### src/hw/pcc_pkg.sv
// constants for the configuration header front: ids, offsets, command fields
package pcc_pkg;
  // register byte offsets in configuration space
  localparam logic [7:0]  PCC_MAKER_CODE_OFS    = 8'h00;
  localparam logic [7:0]  PCC_FUNCTION_CODE_OFS = 8'h02;
  localparam logic [7:0]  PCC_FUNCTION_CMD_OFS  = 8'h04;
  // identity values: arbitrary neutral codes, not those of any real part
  localparam logic [15:0] PCC_MAKER_CODE_VAL    = 16'h1AB5;
  localparam logic [15:0] PCC_FUNCTION_CODE_VAL = 16'h0C3E;
  // command register reset value and field positions
  localparam logic [15:0] PCC_CMD_RESET         = 16'h0000;
  localparam int          PCC_IO_SPACE_EN_BIT   = 0;
  localparam int          PCC_MEM_SPACE_EN_BIT  = 1;
  localparam int          PCC_MASTER_EN_BIT     = 2;
  localparam int          PCC_INT_INHIBIT_BIT   = 10;
  // only bits 10, 2, 1 and 0 hold state; all else reads zero
  localparam logic [15:0] PCC_CMD_WR_MASK       = 16'h0407;
endpackage

### src/hw/pcc_config_front.sv
// configuration header front: identity words and the command register
`timescale 1ns/1ps

// Overview of operation
// - read-only 16-bit maker code, writes ignored
// - read-only 16-bit function code identifies function
// - command register at 04h, resets to zero
// - inhibit bit 10 clear allows interrupt pin
// - inhibit set: no pin, no assert messages
// - bit 2 gates all bus mastering
// - bit 1 gates memory-space claims
// - bit 0 gates I/O-space claims
// - bits 9, 8, 7 read zero, unwritable
// - bit 6 zero; parity errors ignored
// - bit 5 zero; palette snooping disabled
// - bit 4 zero; no write-invalidate commands
// - bit 3 zero; special cycles ignored
// - pin asserts only when status set, uninhibited
module pcc_config_front
  import pcc_pkg::*;
(
  // clock, reset, enable
  input  wire logic        clk,
  input  wire logic        rst_n,
  input  wire logic        ce,
  // configuration access from the host bridge
  input  wire logic        cfg_req,
  input  wire logic        cfg_we,
  input  wire logic [5:0]  cfg_dword,
  input  wire logic [3:0]  cfg_be,
  input  wire logic [31:0] cfg_wdata,
  output logic             cfg_ack_q,
  output logic      [31:0] cfg_rdata_q,
  // function-side requests
  input  wire logic        irq_status,
  input  wire logic        master_req,
  input  wire logic        mem_hit,
  input  wire logic        io_hit,
  // gated responses
  output logic             master_ok_q,
  output logic             mem_claim_q,
  output logic             io_claim_q,
  // legacy interrupt pin, open drain, and upstream messages
  output logic             intx_o_q,
  output logic             intx_oe_n_q,
  output logic             int_msg_assert_q,
  output logic             int_msg_deassert_q
);

  // dword index of a byte offset; used by every decode
  function automatic logic [5:0] dword_of(input logic [7:0] ofs);
    dword_of = ofs[7:2];
  endfunction

  logic [15:0] cmd_q;
  logic        int_eff_d;
  logic        wr_cmd;

  // only the command dword accepts writes; identity dword drops them
  assign wr_cmd = cfg_req
                  & cfg_we
                  & (cfg_dword == dword_of(PCC_FUNCTION_CMD_OFS));

  // command register: masked so hardwired bits can never become set
  always_ff @(posedge clk or negedge rst_n)
  begin
    if (!rst_n)
      cmd_q <= PCC_CMD_RESET;
    else if (ce && wr_cmd)
    begin
      if (cfg_be[0])
        cmd_q[7:0] <= cfg_wdata[7:0]
                      & PCC_CMD_WR_MASK[7:0];
      if (cfg_be[1])
        cmd_q[15:8] <= cfg_wdata[15:8] & PCC_CMD_WR_MASK[15:8];
    end
  end

  // read answer one edge after the request; unmapped dwords read zero
  always_ff @(posedge clk or negedge rst_n)
  begin
    if (!rst_n)
    begin
      cfg_ack_q   <= 1'b0;
      cfg_rdata_q <= 32'h0000_0000;
    end
    else if (ce)
    begin
      cfg_ack_q <= cfg_req;
      if (cfg_req && !cfg_we)
      begin
        if (cfg_dword == dword_of(PCC_MAKER_CODE_OFS))
          cfg_rdata_q <= {PCC_FUNCTION_CODE_VAL,
                          PCC_MAKER_CODE_VAL};
        else if (cfg_dword == dword_of(PCC_FUNCTION_CMD_OFS))
          cfg_rdata_q <= {16'h0000, cmd_q}; // status half left at zero
        else
          cfg_rdata_q <= 32'h0000_0000;
      end
      else
        cfg_rdata_q <= 32'h0000_0000;
    end
  end

  // space and master gating; parity and special cycles have no input at all
  always_ff @(posedge clk or negedge rst_n)
  begin
    if (!rst_n)
    begin
      master_ok_q <= 1'b0;
      mem_claim_q <= 1'b0;
      io_claim_q  <= 1'b0;
    end
    else if (ce)
    begin
      master_ok_q <= master_req & cmd_q[PCC_MASTER_EN_BIT];
      mem_claim_q <= mem_hit & cmd_q[PCC_MEM_SPACE_EN_BIT];
      io_claim_q  <= io_hit & cmd_q[PCC_IO_SPACE_EN_BIT];
    end
  end

  // inhibit masks the pin and the assert message; irq_status itself is never touched
  assign int_eff_d = irq_status & ~cmd_q[PCC_INT_INHIBIT_BIT];

  // pin and message edges share one state so they cannot disagree
  always_ff @(posedge clk or negedge rst_n)
  begin
    if (!rst_n)
    begin
      intx_o_q           <= 1'b0;
      intx_oe_n_q        <= 1'b1;
      int_msg_assert_q   <= 1'b0;
      int_msg_deassert_q <= 1'b0;
    end
    else if (ce)
    begin
      intx_o_q           <= 1'b0;        // open drain only ever pulls low
      intx_oe_n_q        <= ~int_eff_d;
      int_msg_assert_q   <= int_eff_d & intx_oe_n_q;
      int_msg_deassert_q <= ~int_eff_d & ~intx_oe_n_q; // inhibit also releases
    end
  end
endmodule

### config.mk
export PLATFORM = sky130hd
export DESIGN_NAME = pcc_config_front
export DESIGN_NICKNAME = d
export VERILOG_FILES = /design/src/hw/pcc_pkg.sv /design/src/hw/pcc_config_front.sv
export SDC_FILE = /design/constraint.sdc
export NUM_CORES = 1
export LEC_CHECK = 0
export BUFFER_PORTS_ARGS = -buffer_cell sky130_fd_sc_hd__buf_2
export CAP_MARGIN = 15
export CORE_ASPECT_RATIO = 1.5
export CORE_MARGIN = 2
export CORE_UTILIZATION = 25
export DETAILED_ROUTE_END_ITERATION = 10
export GPL_TIMING_DRIVEN = 1
export PLACE_DENSITY = 0.56
export SETUP_SLACK_MARGIN = 0.02
export SLEW_MARGIN = 20
export SYNTH_ARGS = -nofsm -noshare
export SYNTH_HDL_FRONTEND = slang
export SYNTH_SLANG_ARGS = --single-unit
### constraint.sdc
create_clock -name clk -period 1.07 [get_ports clk]
set_input_delay 0.1605 -clock clk [delete_from_list [all_inputs] [get_ports clk]]
set_output_delay 0.1605 -clock clk [all_outputs]
set_load 0.02 [all_outputs]
=== After elaboration in Yosys (flattened, before gate mapping) ===
Index checks and enable logic that the tools add are counted.

* Register bits after elaboration: 43
* Logic and storage cells: 31

* Eq/ne operators: 1
* Mux-type cells: 3
* Bitwise operators: 11
* Reduce and logical (&&, ||, !) cells: 6

{| class="wikitable"
|+ Operator list
! cell !! count
|-
| 32-bit 2-to-1 mux || 1
|-
| 28-bit 2-to-1 mux || 1
|-
| 11-bit 2-to-1 mux || 1
|-
| 1-bit bitwise AND || 8
|-
| 6-bit by 1-bit equality test with 1-bit output (second input constant) || 1
|-
| 6-bit logical NOT || 1
|-
| 2-bit AND reduction || 2
|-
| 1-bit NOT || 3
|-
| 1-bit logical AND || 2
|-
| 1-bit logical NOT || 1
|}

=== Depth between registers and ports, before layout ===
Gate-level depths: netlist (run 1).

* Depth after elaboration: 4
* Depth in mapped cells: 4

=== Worst setup path after synthesis (run 1) ===
Ideal clock, no wire load.

* Path type: input to register
* From: input ce
* To: register cmd_q[0]
* Arrival time: 0.984 ns
* Required time: 0.945 ns
* Slack: -0.039 ns
* Cell stages on the path: 4
* Cells stage by stage: buf_4 -> and4bb_4 -> nand4_4 -> mux2_4

* Longest elaborated chain between the ends: 2

{| class="wikitable"
|+ Ends and longest elaborated chain
! item !! line !! source
|-
| start: declaration || pcc_config_front.sv:25 || <nowiki>input wire logic ce,</nowiki>
|-
| 1-bit logical AND || pcc_config_front.sv:69 || <nowiki>else if (ce && wr_cmd)</nowiki>
|-
| 2-bit AND reduction (no source line) || -- ||
|-
| end signal: assignment || pcc_config_front.sv:72 || <nowiki>cmd_q[7:0] <= cfg_wdata[7:0]</nowiki>
|-
| end: declaration || pcc_config_front.sv:55 || <nowiki>logic [15:0] cmd_q;</nowiki>
|}

Every way passes these cells.
A chain may end at the register's enable or synchronous reset.

==> impl_metrics.env, run 1 <==
export IMPL_synth_simple_area_share_pct=13.6
export IMPL_cp_arrival_ns=0.95
export IMPL_cts_sink_count=16
export IMPL_critPathTopFamily="flip-flops"
export IMPL_cts_root_buf="clkbuf_8"
export IMPL_fin_hold_ws_ns=0.123
export IMPL_grt_start_max_net_pins=18
export IMPL_layout_commonest_cell="buf_2"
export IMPL_synth_adder_area_share_pct=0
export IMPL_finalSetupViolCount=12
export IMPL_synthMuxAreaShare_pct=8.42
export IMPL_fin_skew_ns=0.00329
export IMPL_final_cell_mix="31 x buf_2, 16 x conb_1, 16 x buf_6"
export IMPL_finalCritPeriodShare_pct=103
export IMPL_leakagePower_nw=0.653
export IMPL_clk_latency_ns=0.25
export IMPL_critPathCaptureType="output port"
export IMPL_ctsHtreeMaxLevel=1
export IMPL_ys_ff_latch=16
export IMPL_worstPathRequired_ns=0.91
export IMPL_syn_inst=90
export IMPL_outcome="finished with violations"
export IMPL_ant_nets=0
export IMPL_grt_ovfl_total=0
export IMPL_drt_iter0_markers=23
export IMPL_critPathSlowestCell="dfrtp_2"
export IMPL_startpoint_type="flip-flop"
export IMPL_cp_num_buf_inv=2
export IMPL_num_vias=692
export IMPL_cts_tree="built"
export IMPL_die_area_um2=4260
export IMPL_syn_area_per_cell_um2=10.4
export IMPL_holdCritPathClass="in2reg"
export IMPL_r2r_slack_ns=0.03
export IMPL_core_um2=3610
export IMPL_drt_first_pass_iters=4
export IMPL_wl_um=2050
export IMPL_grt_usage_pct=9.44
export IMPL_finalHoldViolCount=0
export IMPL_path_class="reg2out"
export IMPL_final_net_count=183
export IMPL_ys_seq_area_share_pct=42.9
export IMPL_antenna_found_initial=0
export IMPL_drv_cap=0
export IMPL_worstPathMaxFanout=7
export IMPL_slew_violations=0
export IMPL_fmax_ghz=0.904
export IMPL_io_pins=91
export IMPL_place_gp_congestion=0.801
export IMPL_drcViolationCount=0
export IMPL_synth_distinct_cells=22
export IMPL_area_growth_pct=35.2
export IMPL_ys_warn_count=0
export IMPL_vias_per_cell=3.98
export IMPL_rr_endpoint="int_msg_deassert_q$_DFFE_PN0P_"
export IMPL_reg2reg_from="intx_oe_n_q$_DFFE_PN1P_"
export IMPL_wl_per_cell_um=11.8
export IMPL_cts_path_max_buffers=2
export IMPL_cp_startpoint="cfg_rdata_q[26]$_DFFE_PN0P_"
export IMPL_cp_cell_sequence="buf_6 -> buf_6"
export IMPL_syn_area_um2=936
export IMPL_die_x_um=54.0
export IMPL_start_util_pct=25.9
export IMPL_min_period_ns=1.11
export IMPL_rsz0062_at_grt="true"
export IMPL_violations="negative setup slack"
export IMPL_synthXorXnorAreaFrac_pct=0
export IMPL_n_antenna_cell=0
export IMPL_fp_dieH_um=78.9
export IMPL_path_depth=2
export IMPL_dp_hpwl_um=1560
export IMPL_grt_pass1_wl_um=2910
export IMPL_grt_pass1_vias=657
export IMPL_cp_common_cell="buf_6"
export IMPL_dpl_cell_area_um2=1070
export IMPL_clk_pin_slew_worst_paths_ns=0.06
export IMPL_fin_ws_ns=-0.0357
export IMPL_p_total_mw=1.41
export IMPL_drive_gt1_share_pct=51.1
export IMPL_r2r_cells=3
export IMPL_rows=27
export IMPL_synth_compound_area_share_pct=6.55
export IMPL_numCtsBuffers=3
export IMPL_design_area_um2=1260
export IMPL_vdd_ir_drop_max_v=0.000566
export IMPL_io_buffers=44
export IMPL_synth_top_family_by_area="buffers and inverters"
export IMPL_powerDensity_nw_per_um2=1110
export IMPL_endpoint="cfg_rdata_q[20]"
export IMPL_slowest_delay_ns=0.42
-- worst register-to-register path, cell delays in order (launching register included) --
cell,delay [ns]
dfstp_2,0.55
buf_6,0.10
nor2_2,0.03
mux2_4,0.25
-- sequential cells by signal (all words and copies together), names as in the netlist --
| signal | flops |
|---|---|
| int_msg_assert_q | 1 |
| master_ok_q | 1 |
| mem_claim_q | 1 |
| cfg_rdata_q | 5 |
| cmd_q | 4 |
| io_claim_q | 1 |
| intx_oe_n_q | 1 |
| int_msg_deassert_q | 1 |
| cfg_ack_q | 1 |
-- logic make-up after synthesis --
group | Yosys count
flops | 16
buf+inv | 41
other cells | 1
simple gates | 16
mux | 6
compound gates | 10
-- power breakdown --
group	internal (mW)	total [mW]	switching (mW)
sequential	0.629	0.642	0.0131
combinational	0.0934	0.238	0.145
clock	0.326	0.530	0.204
-- cells in the mapped netlist --
| cell type | n | area share [%] |
|---|---|---|
| a21oi_1 | 1 | 0.53 |
| and4bb_4 | 1 | 1.7 |
| buf_4 | 29 | 23 |
| clkbuf_1 | 1 | 0.40 |
| conb_1 | 1 | 0.40 |
| dfrtp_1 | 15 | 40 |
| dfstp_2 | 1 | 2.8 |
| inv_1 | 11 | 4.4 |
| mux2_1 | 1 | 1.2 |
| mux2_2 | 2 | 2.4 |
| mux2_4 | 3 | 4.8 |
| nand2_1 | 2 | 0.80 |
| nand3_1 | 4 | 2.1 |
| nand4_1 | 1 | 0.67 |
| nand4_4 | 1 | 2.3 |
| nor2_1 | 2 | 0.80 |
| nor2b_1 | 3 | 2.0 |
| nor4_1 | 1 | 0.67 |
| nor4b_4 | 1 | 2.5 |
| o21ai_0 | 4 | 2.1 |
| o22ai_1 | 3 | 2.0 |
| o32ai_1 | 2 | 1.9 |
-- layout make-up --
cell class	count	area, µm²
Fill cell	395	2350
Timing Repair Buffer	52	375
Clock buffer	4	55.1
Inverter	11	41.3
Sequential cell	16	403
Tap cell	43	53.8
Multi-Input combinational cell	48	337
-- per-layer routing --
layer  track usage [%]  share of wire (%)
met1              10.7                 35
met4              4.62               0.49
met5                 0                  0
met2              16.3                 55
met3              1.50                9.4
-- how the worst min path moves through the flow --
stage | from | to | slack (ns) | depth (start not counted)
floorplan | rst_n | cfg_ack_q$_DFFE_PN0P_ | -0.14 | 0
finish | cfg_wdata[10] | cmd_q[10]$_DFFE_PN0P_ | 0.12 | 2
detailed placement | rst_n | cfg_rdata_q[0]$_DFFE_PN0P_ | 0.10 | 1
CTS | cfg_wdata[10] | cmd_q[10]$_DFFE_PN0P_ | 0.12 | 2
global route | cfg_wdata[10] | cmd_q[10]$_DFFE_PN0P_ | 0.13 | 2
global placement | rst_n | cfg_rdata_q[0]$_DFFE_PN0P_ | 0.09 | 1
-- repair_timing --
action / CTS / global route
endpoints found under the setup margin: 14 / 16
hold buffers: 1 / 0
buffers inserted: 1 / 2
resized for setup: 3 / 33
hold endpoints to repair: 15 / 0
-- metrics by stage --
step	worst slack, ns	utilization, %	TNS [ns]	cells
3_5_place_dp	-0.209	29.7	-0.962	166
5_1_grt	-0.0642	35.0	-0.774	174
6_report	-0.0357	35.0	-0.399	174
3_3_place_gp	-0.191	29.7	-0.820	166
2_1_floorplan	-0.0208	-	-0.0680	105
4_1_cts	0.00158	31.9	0	172
Note: power is estimated with default switching activity, not from simulation.
==> run 2: changes to the inputs <==
clock period = 1.06 ns   (was 1.07 ns; I/O delays follow)
==> impl_metrics.env, run 2 (synthesized netlist as in run 1, its figures left out) <==
export IMPL_layout_commonest_cell="buf_2"
export IMPL_holdCritPathClass="in2reg"
export IMPL_drt_first_pass_iters=3
export IMPL_io_buffers=44
export IMPL_slew_violations=0
export IMPL_p_sw_share_pct=25.9
export IMPL_tns_ns=-0.00752
export IMPL_startpoint_type="flip-flop"
export IMPL_grt_pass1_vias=617
export IMPL_cp_arrival_ns=0.91
export IMPL_drcViolationCount=0
export IMPL_numCtsBuffers=3
export IMPL_n_antenna_cell=0
export IMPL_io_pins=91
export IMPL_worstPathMaxFanout=2
export IMPL_cp_cell_sequence="buf_6"
export IMPL_dp_hpwl_um=1520
export IMPL_cts_tree="built"
export IMPL_critPathCaptureType="output port"
export IMPL_largestRegisters="cfg_rdata_q: 5 flops, cmd_q: 4 flops"
export IMPL_stdcell_count=173
export IMPL_rows=27
export IMPL_cts_path_max_buffers=2
export IMPL_vias_per_cell=3.97
export IMPL_rsz0062_at_grt="true"
export IMPL_violations="negative setup slack"
export IMPL_num_vias=687
export IMPL_final_cell_mix="42 x buf_2, 16 x conb_1, 14 x dfrtp_1"
export IMPL_cts_sink_count=16
export IMPL_clk_latency_ns=0.25
export IMPL_path_class="reg2out"
export IMPL_grt_ovfl_total=0
export IMPL_post_place_ws_ns=-0.224
export IMPL_grt_usage_pct=9.44
export IMPL_p_seq_share_pct=45.3
export IMPL_vdd_ir_drop_max_v=0.000765
export IMPL_fin_ws_ns=-0.00752
export IMPL_clk_pin_slew_worst_paths_ns=0.06
export IMPL_min_period_ns=1.07
export IMPL_final_net_count=182
export IMPL_fmax_ghz=0.937
export IMPL_min_from="cfg_wdata[10]"
export IMPL_outcome="finished with violations"
export IMPL_fin_skew_ns=0.00317
export IMPL_leakagePower_nw=0.639
export IMPL_ctsHtreeMaxLevel=1
export IMPL_powerDensity_nw_per_um2=1210
export IMPL_start_util_pct=25.9
export IMPL_finalHoldViolCount=0
export IMPL_dpl_cell_area_um2=1070
export IMPL_p_int_mw=1.06
export IMPL_switchingPower_mw=0.370
export IMPL_place_gp_congestion=0.757
export IMPL_pwr_share_comb_pct=17.0
export IMPL_wl_per_cell_um=11.3
export IMPL_cp_num_buf_inv=1
export IMPL_finalCritPeriodShare_pct=101
export IMPL_slowest_delay_ns=0.55
export IMPL_core_um2=3610
export IMPL_drive_gt1_share_pct=50.8
export IMPL_critPathTopFamily="flip-flops"
export IMPL_drt_iter0_markers=16
export IMPL_area_growth_pct=25.8
export IMPL_wl_um=1950
export IMPL_ant_nets=0
export IMPL_largest_register="cfg_rdata_q"
export IMPL_worstPathRequired_ns=0.90
export IMPL_cp_startpoint="intx_oe_n_q$_DFFE_PN1P_"
export IMPL_fin_hold_ws_ns=0.126
export IMPL_critPathSlowestCell="dfstp_2"
export IMPL_p_total_mw=1.43
export IMPL_die_x_um=54.0
export IMPL_design_area_um2=1180
export IMPL_placed_cells=166
export IMPL_cts_root_buf="clkbuf_8"
export IMPL_fp_dieH_um=78.9
export IMPL_finalSetupViolCount=1
export IMPL_fin_util_pct=32.6
export IMPL_largest_reg_flops=5
export IMPL_antenna_found_initial=0
export IMPL_drv_cap=0
export IMPL_clkPwrFrac_pct=37.7
export IMPL_reg2reg_from="intx_oe_n_q$_DFFE_PN1P_"
export IMPL_grt_start_max_net_pins=18
export IMPL_die_area_um2=4260
export IMPL_grt_pass1_wl_um=2900
-- run 2: path summary, 6_finish.rpt --
kind	slack (ns)	cells after the start	to
min in group asynchronous	0.36	2	cfg_rdata_q[2]$_DFFE_PN0P_
max	-0.008	1	intx_oe_n_q
min	0.13	2	cmd_q[10]$_DFFE_PN0P_
max reg2reg	0.02	3	int_msg_deassert_q$_DFFE_PN0P_
max in group asynchronous	0.39	2	intx_oe_n_q$_DFFE_PN1P_
min reg2reg	0.51	1	int_msg_deassert_q$_DFFE_PN0P_
-- run 2: what timing repair did --
item,CTS,global route
hold buffers,1,0
endpoints found under the setup margin,14,19
setup buffers,1,1
hold endpoints to repair,15,0
pin swaps,0,2
resized for setup,3,5
-- run 2: cell type report --
cell class | instances | area, µm²
fillers | 386 | 2440
flip-flops and latches | 16 | 403
clock buffers | 4 | 55.1
inverters | 11 | 41.3
multi-input cells | 48 | 337
repair buffers | 51 | 288
well taps | 43 | 53.8
-- run 2: per-layer routing --
layer	part of all wire (%)	wire length, µm	vias to the layer above	GRT usage [%]
met5	0	0	-	0
met4	0.97	19	0	3.85
met3	9.9	193	2	1.88
met2	50	970	44	15.2
met1	39	768	308	11.9
li1	-	-	333	-
-- run 2: power by group through the flow --
| stage | clock network (mW) | registers (mW) | logic (mW) |
|---|---|---|---|
| 3_5_place_dp | 0 | 0.660 | 0.217 |
| 6_report | 0.539 | 0.648 | 0.243 |
| 2_1_floorplan | 0 | 0.680 | 0.149 |
| 3_3_place_gp | 0 | 0.659 | 0.214 |
| 5_1_grt | 0.591 | 0.651 | 0.265 |
| 4_1_cts | 0.557 | 0.648 | 0.231 |
==> run 3: changes to the inputs <==
CORE_MARGIN = 5   (was 2)
==> impl_metrics.env, run 3 (synthesized netlist as in run 1, its figures left out) <==
export IMPL_cts_path_max_buffers=2
export IMPL_grt_start_max_net_pins=18
export IMPL_final_net_count=181
export IMPL_finalHoldViolCount=0
export IMPL_leakagePower_nw=0.642
export IMPL_cp_arrival_ns=0.91
export IMPL_num_vias=689
export IMPL_start_util_pct=25.7
export IMPL_fin_util_pct=32.5
export IMPL_ant_nets=0
export IMPL_critPathTopFamily="flip-flops"
export IMPL_design_area_um2=1190
export IMPL_core_um2=3650
export IMPL_fmax_ghz=0.939
export IMPL_violations="negative setup slack"
export IMPL_clk_pin_slew_worst_paths_ns=0.06
export IMPL_stdcell_count=172
export IMPL_placed_cells=165
export IMPL_drt_first_pass_iters=3
export IMPL_dp_hpwl_um=1730
export IMPL_numCtsBuffers=3
export IMPL_slew_violations=0
export IMPL_die_x_um=60.0
export IMPL_drt_iter0_markers=6
export IMPL_cts_tree="built"
export IMPL_grt_pass1_wl_um=3290
export IMPL_clkPwrFrac_pct=37.3
export IMPL_layout_commonest_cell="buf_2"
export IMPL_final_cell_mix="41 x buf_2, 16 x conb_1, 14 x dfrtp_1"
export IMPL_startpoint_type="flip-flop"
export IMPL_cp_cell_sequence="buf_6"
export IMPL_critPathSlowestCell="dfstp_2"
export IMPL_grt_ovfl_total=0
export IMPL_cts_root_buf="clkbuf_8"
export IMPL_switchingPower_mw=0.366
export IMPL_vdd_ir_drop_max_v=0.000461
export IMPL_drcViolationCount=0
export IMPL_place_gp_congestion=0.730
export IMPL_fin_ws_ns=-0.00544
export IMPL_drive_gt1_share_pct=51.2
export IMPL_slowest_delay_ns=0.55
export IMPL_antenna_found_initial=0
export IMPL_io_pins=91
export IMPL_n_antenna_cell=0
export IMPL_dpl_cell_area_um2=1070
export IMPL_grt_pass1_vias=720
export IMPL_fp_dieH_um=84.9
export IMPL_fin_hold_ws_ns=0.149
export IMPL_min_period_ns=1.07
export IMPL_vias_per_cell=4.01
export IMPL_finalCritPeriodShare_pct=101
export IMPL_wl_per_cell_um=12.2
export IMPL_finalSetupViolCount=1
export IMPL_worstPathMaxFanout=2
export IMPL_io_buffers=44
export IMPL_cts_sink_count=16
export IMPL_p_int_mw=1.06
export IMPL_wl_um=2100
export IMPL_clk_latency_ns=0.24
export IMPL_largestRegisters="cfg_rdata_q: 5 flops, cmd_q: 4 flops"
export IMPL_drv_cap=0
export IMPL_critPathCaptureType="output port"
export IMPL_largest_register="cfg_rdata_q"
export IMPL_cp_num_buf_inv=1
export IMPL_path_class="reg2out"
export IMPL_outcome="finished with violations"
export IMPL_largest_reg_flops=5
export IMPL_area_growth_pct=26.9
export IMPL_p_sw_share_pct=25.6
export IMPL_die_area_um2=5090
export IMPL_worstPathRequired_ns=0.90
export IMPL_holdCritPathClass="in2reg"
export IMPL_fin_skew_ns=0.00230
export IMPL_powerDensity_nw_per_um2=1200
export IMPL_rows=27
export IMPL_rsz0062_at_grt="true"
export IMPL_p_seq_share_pct=45.4
export IMPL_fillers=389
export IMPL_ctsHtreeMaxLevel=1
export IMPL_grt_usage_pct=8.48
export IMPL_pwr_share_comb_pct=17.3
==> run 3: path summary, 6_finish.rpt <==
| path | startpoint | endpoint | slack, ns | cells past startpoint |
|---|---|---|---|---|
| max | intx_oe_n_q$_DFFE_PN1P_ | intx_oe_n_q | -0.005 | 1 |
| min in group asynchronous | rst_n | cmd_q[0]$_DFFE_PN0P_ | 0.36 | 2 |
| max in group asynchronous | rst_n | intx_oe_n_q$_DFFE_PN1P_ | 0.39 | 2 |
| min reg2reg | cfg_ack_q$_DFFE_PN0P_ | cfg_ack_q$_DFFE_PN0P_ | 0.52 | 1 |
| max reg2reg | intx_oe_n_q$_DFFE_PN1P_ | int_msg_deassert_q$_DFFE_PN0P_ | 0.02 | 3 |
| min | cfg_wdata[1] | cmd_q[1]$_DFFE_PN0P_ | 0.15 | 2 |
==> run 3: repair_timing <==
item / 4_1_cts / 5_1_grt
endpoints found under the hold margin: 15 / 0
gates resized for setup: 3 / 10
buffers inserted: 1 / 1
endpoints found under the setup margin: 14 / 18
pin swaps: 0 / 2
hold buffers: 1 / 0
cloned: 0 / 0
==> run 3: metal layers <==
layer	wire (µm)	global-route usage, %	vias to the layer above
met3	284	3.35	2
met1	702	8.08	319
met5	0	0	-
met4	23	4.23	0
li1	-	-	329
met2	1090	15.1	39
==> run 3: power by group through the flow <==
stage / Clock (mW) / Combinational (mW) / Sequential (mW)
6_report: 0.533 / 0.247 / 0.649
5_1_grt: 0.583 / 0.269 / 0.652
4_1_cts: 0.560 / 0.229 / 0.648
3_5_place_dp: 0 / 0.216 / 0.660
3_3_place_gp: 0 / 0.214 / 0.659
2_1_floorplan: 0 / 0.149 / 0.680
==> run 3: stage by stage <==
stage                     worst slack (ns)  total power [mW]  setup TNS (ns)
after floorplan                    -0.0293             0.829          -0.102
after global placement              -0.196             0.873          -0.862
after detailed placement            -0.211             0.876          -0.960
after CTS                         -0.00452              1.44         -0.0535
after global routing               -0.0391              1.50          -0.468
final                             -0.00544              1.43        -0.00544
==> run 3: area by class of cell <==
class                   count  area, µm²  share of cell area [%]
clock buffers               4       55.1                    4.64
inverters                  11       41.3                    3.48
multi-input cells          48        340                    28.7
flip-flops and latches     16        403                    33.9
well taps                  43       53.8                    4.53
repair buffers             50        294                    24.8
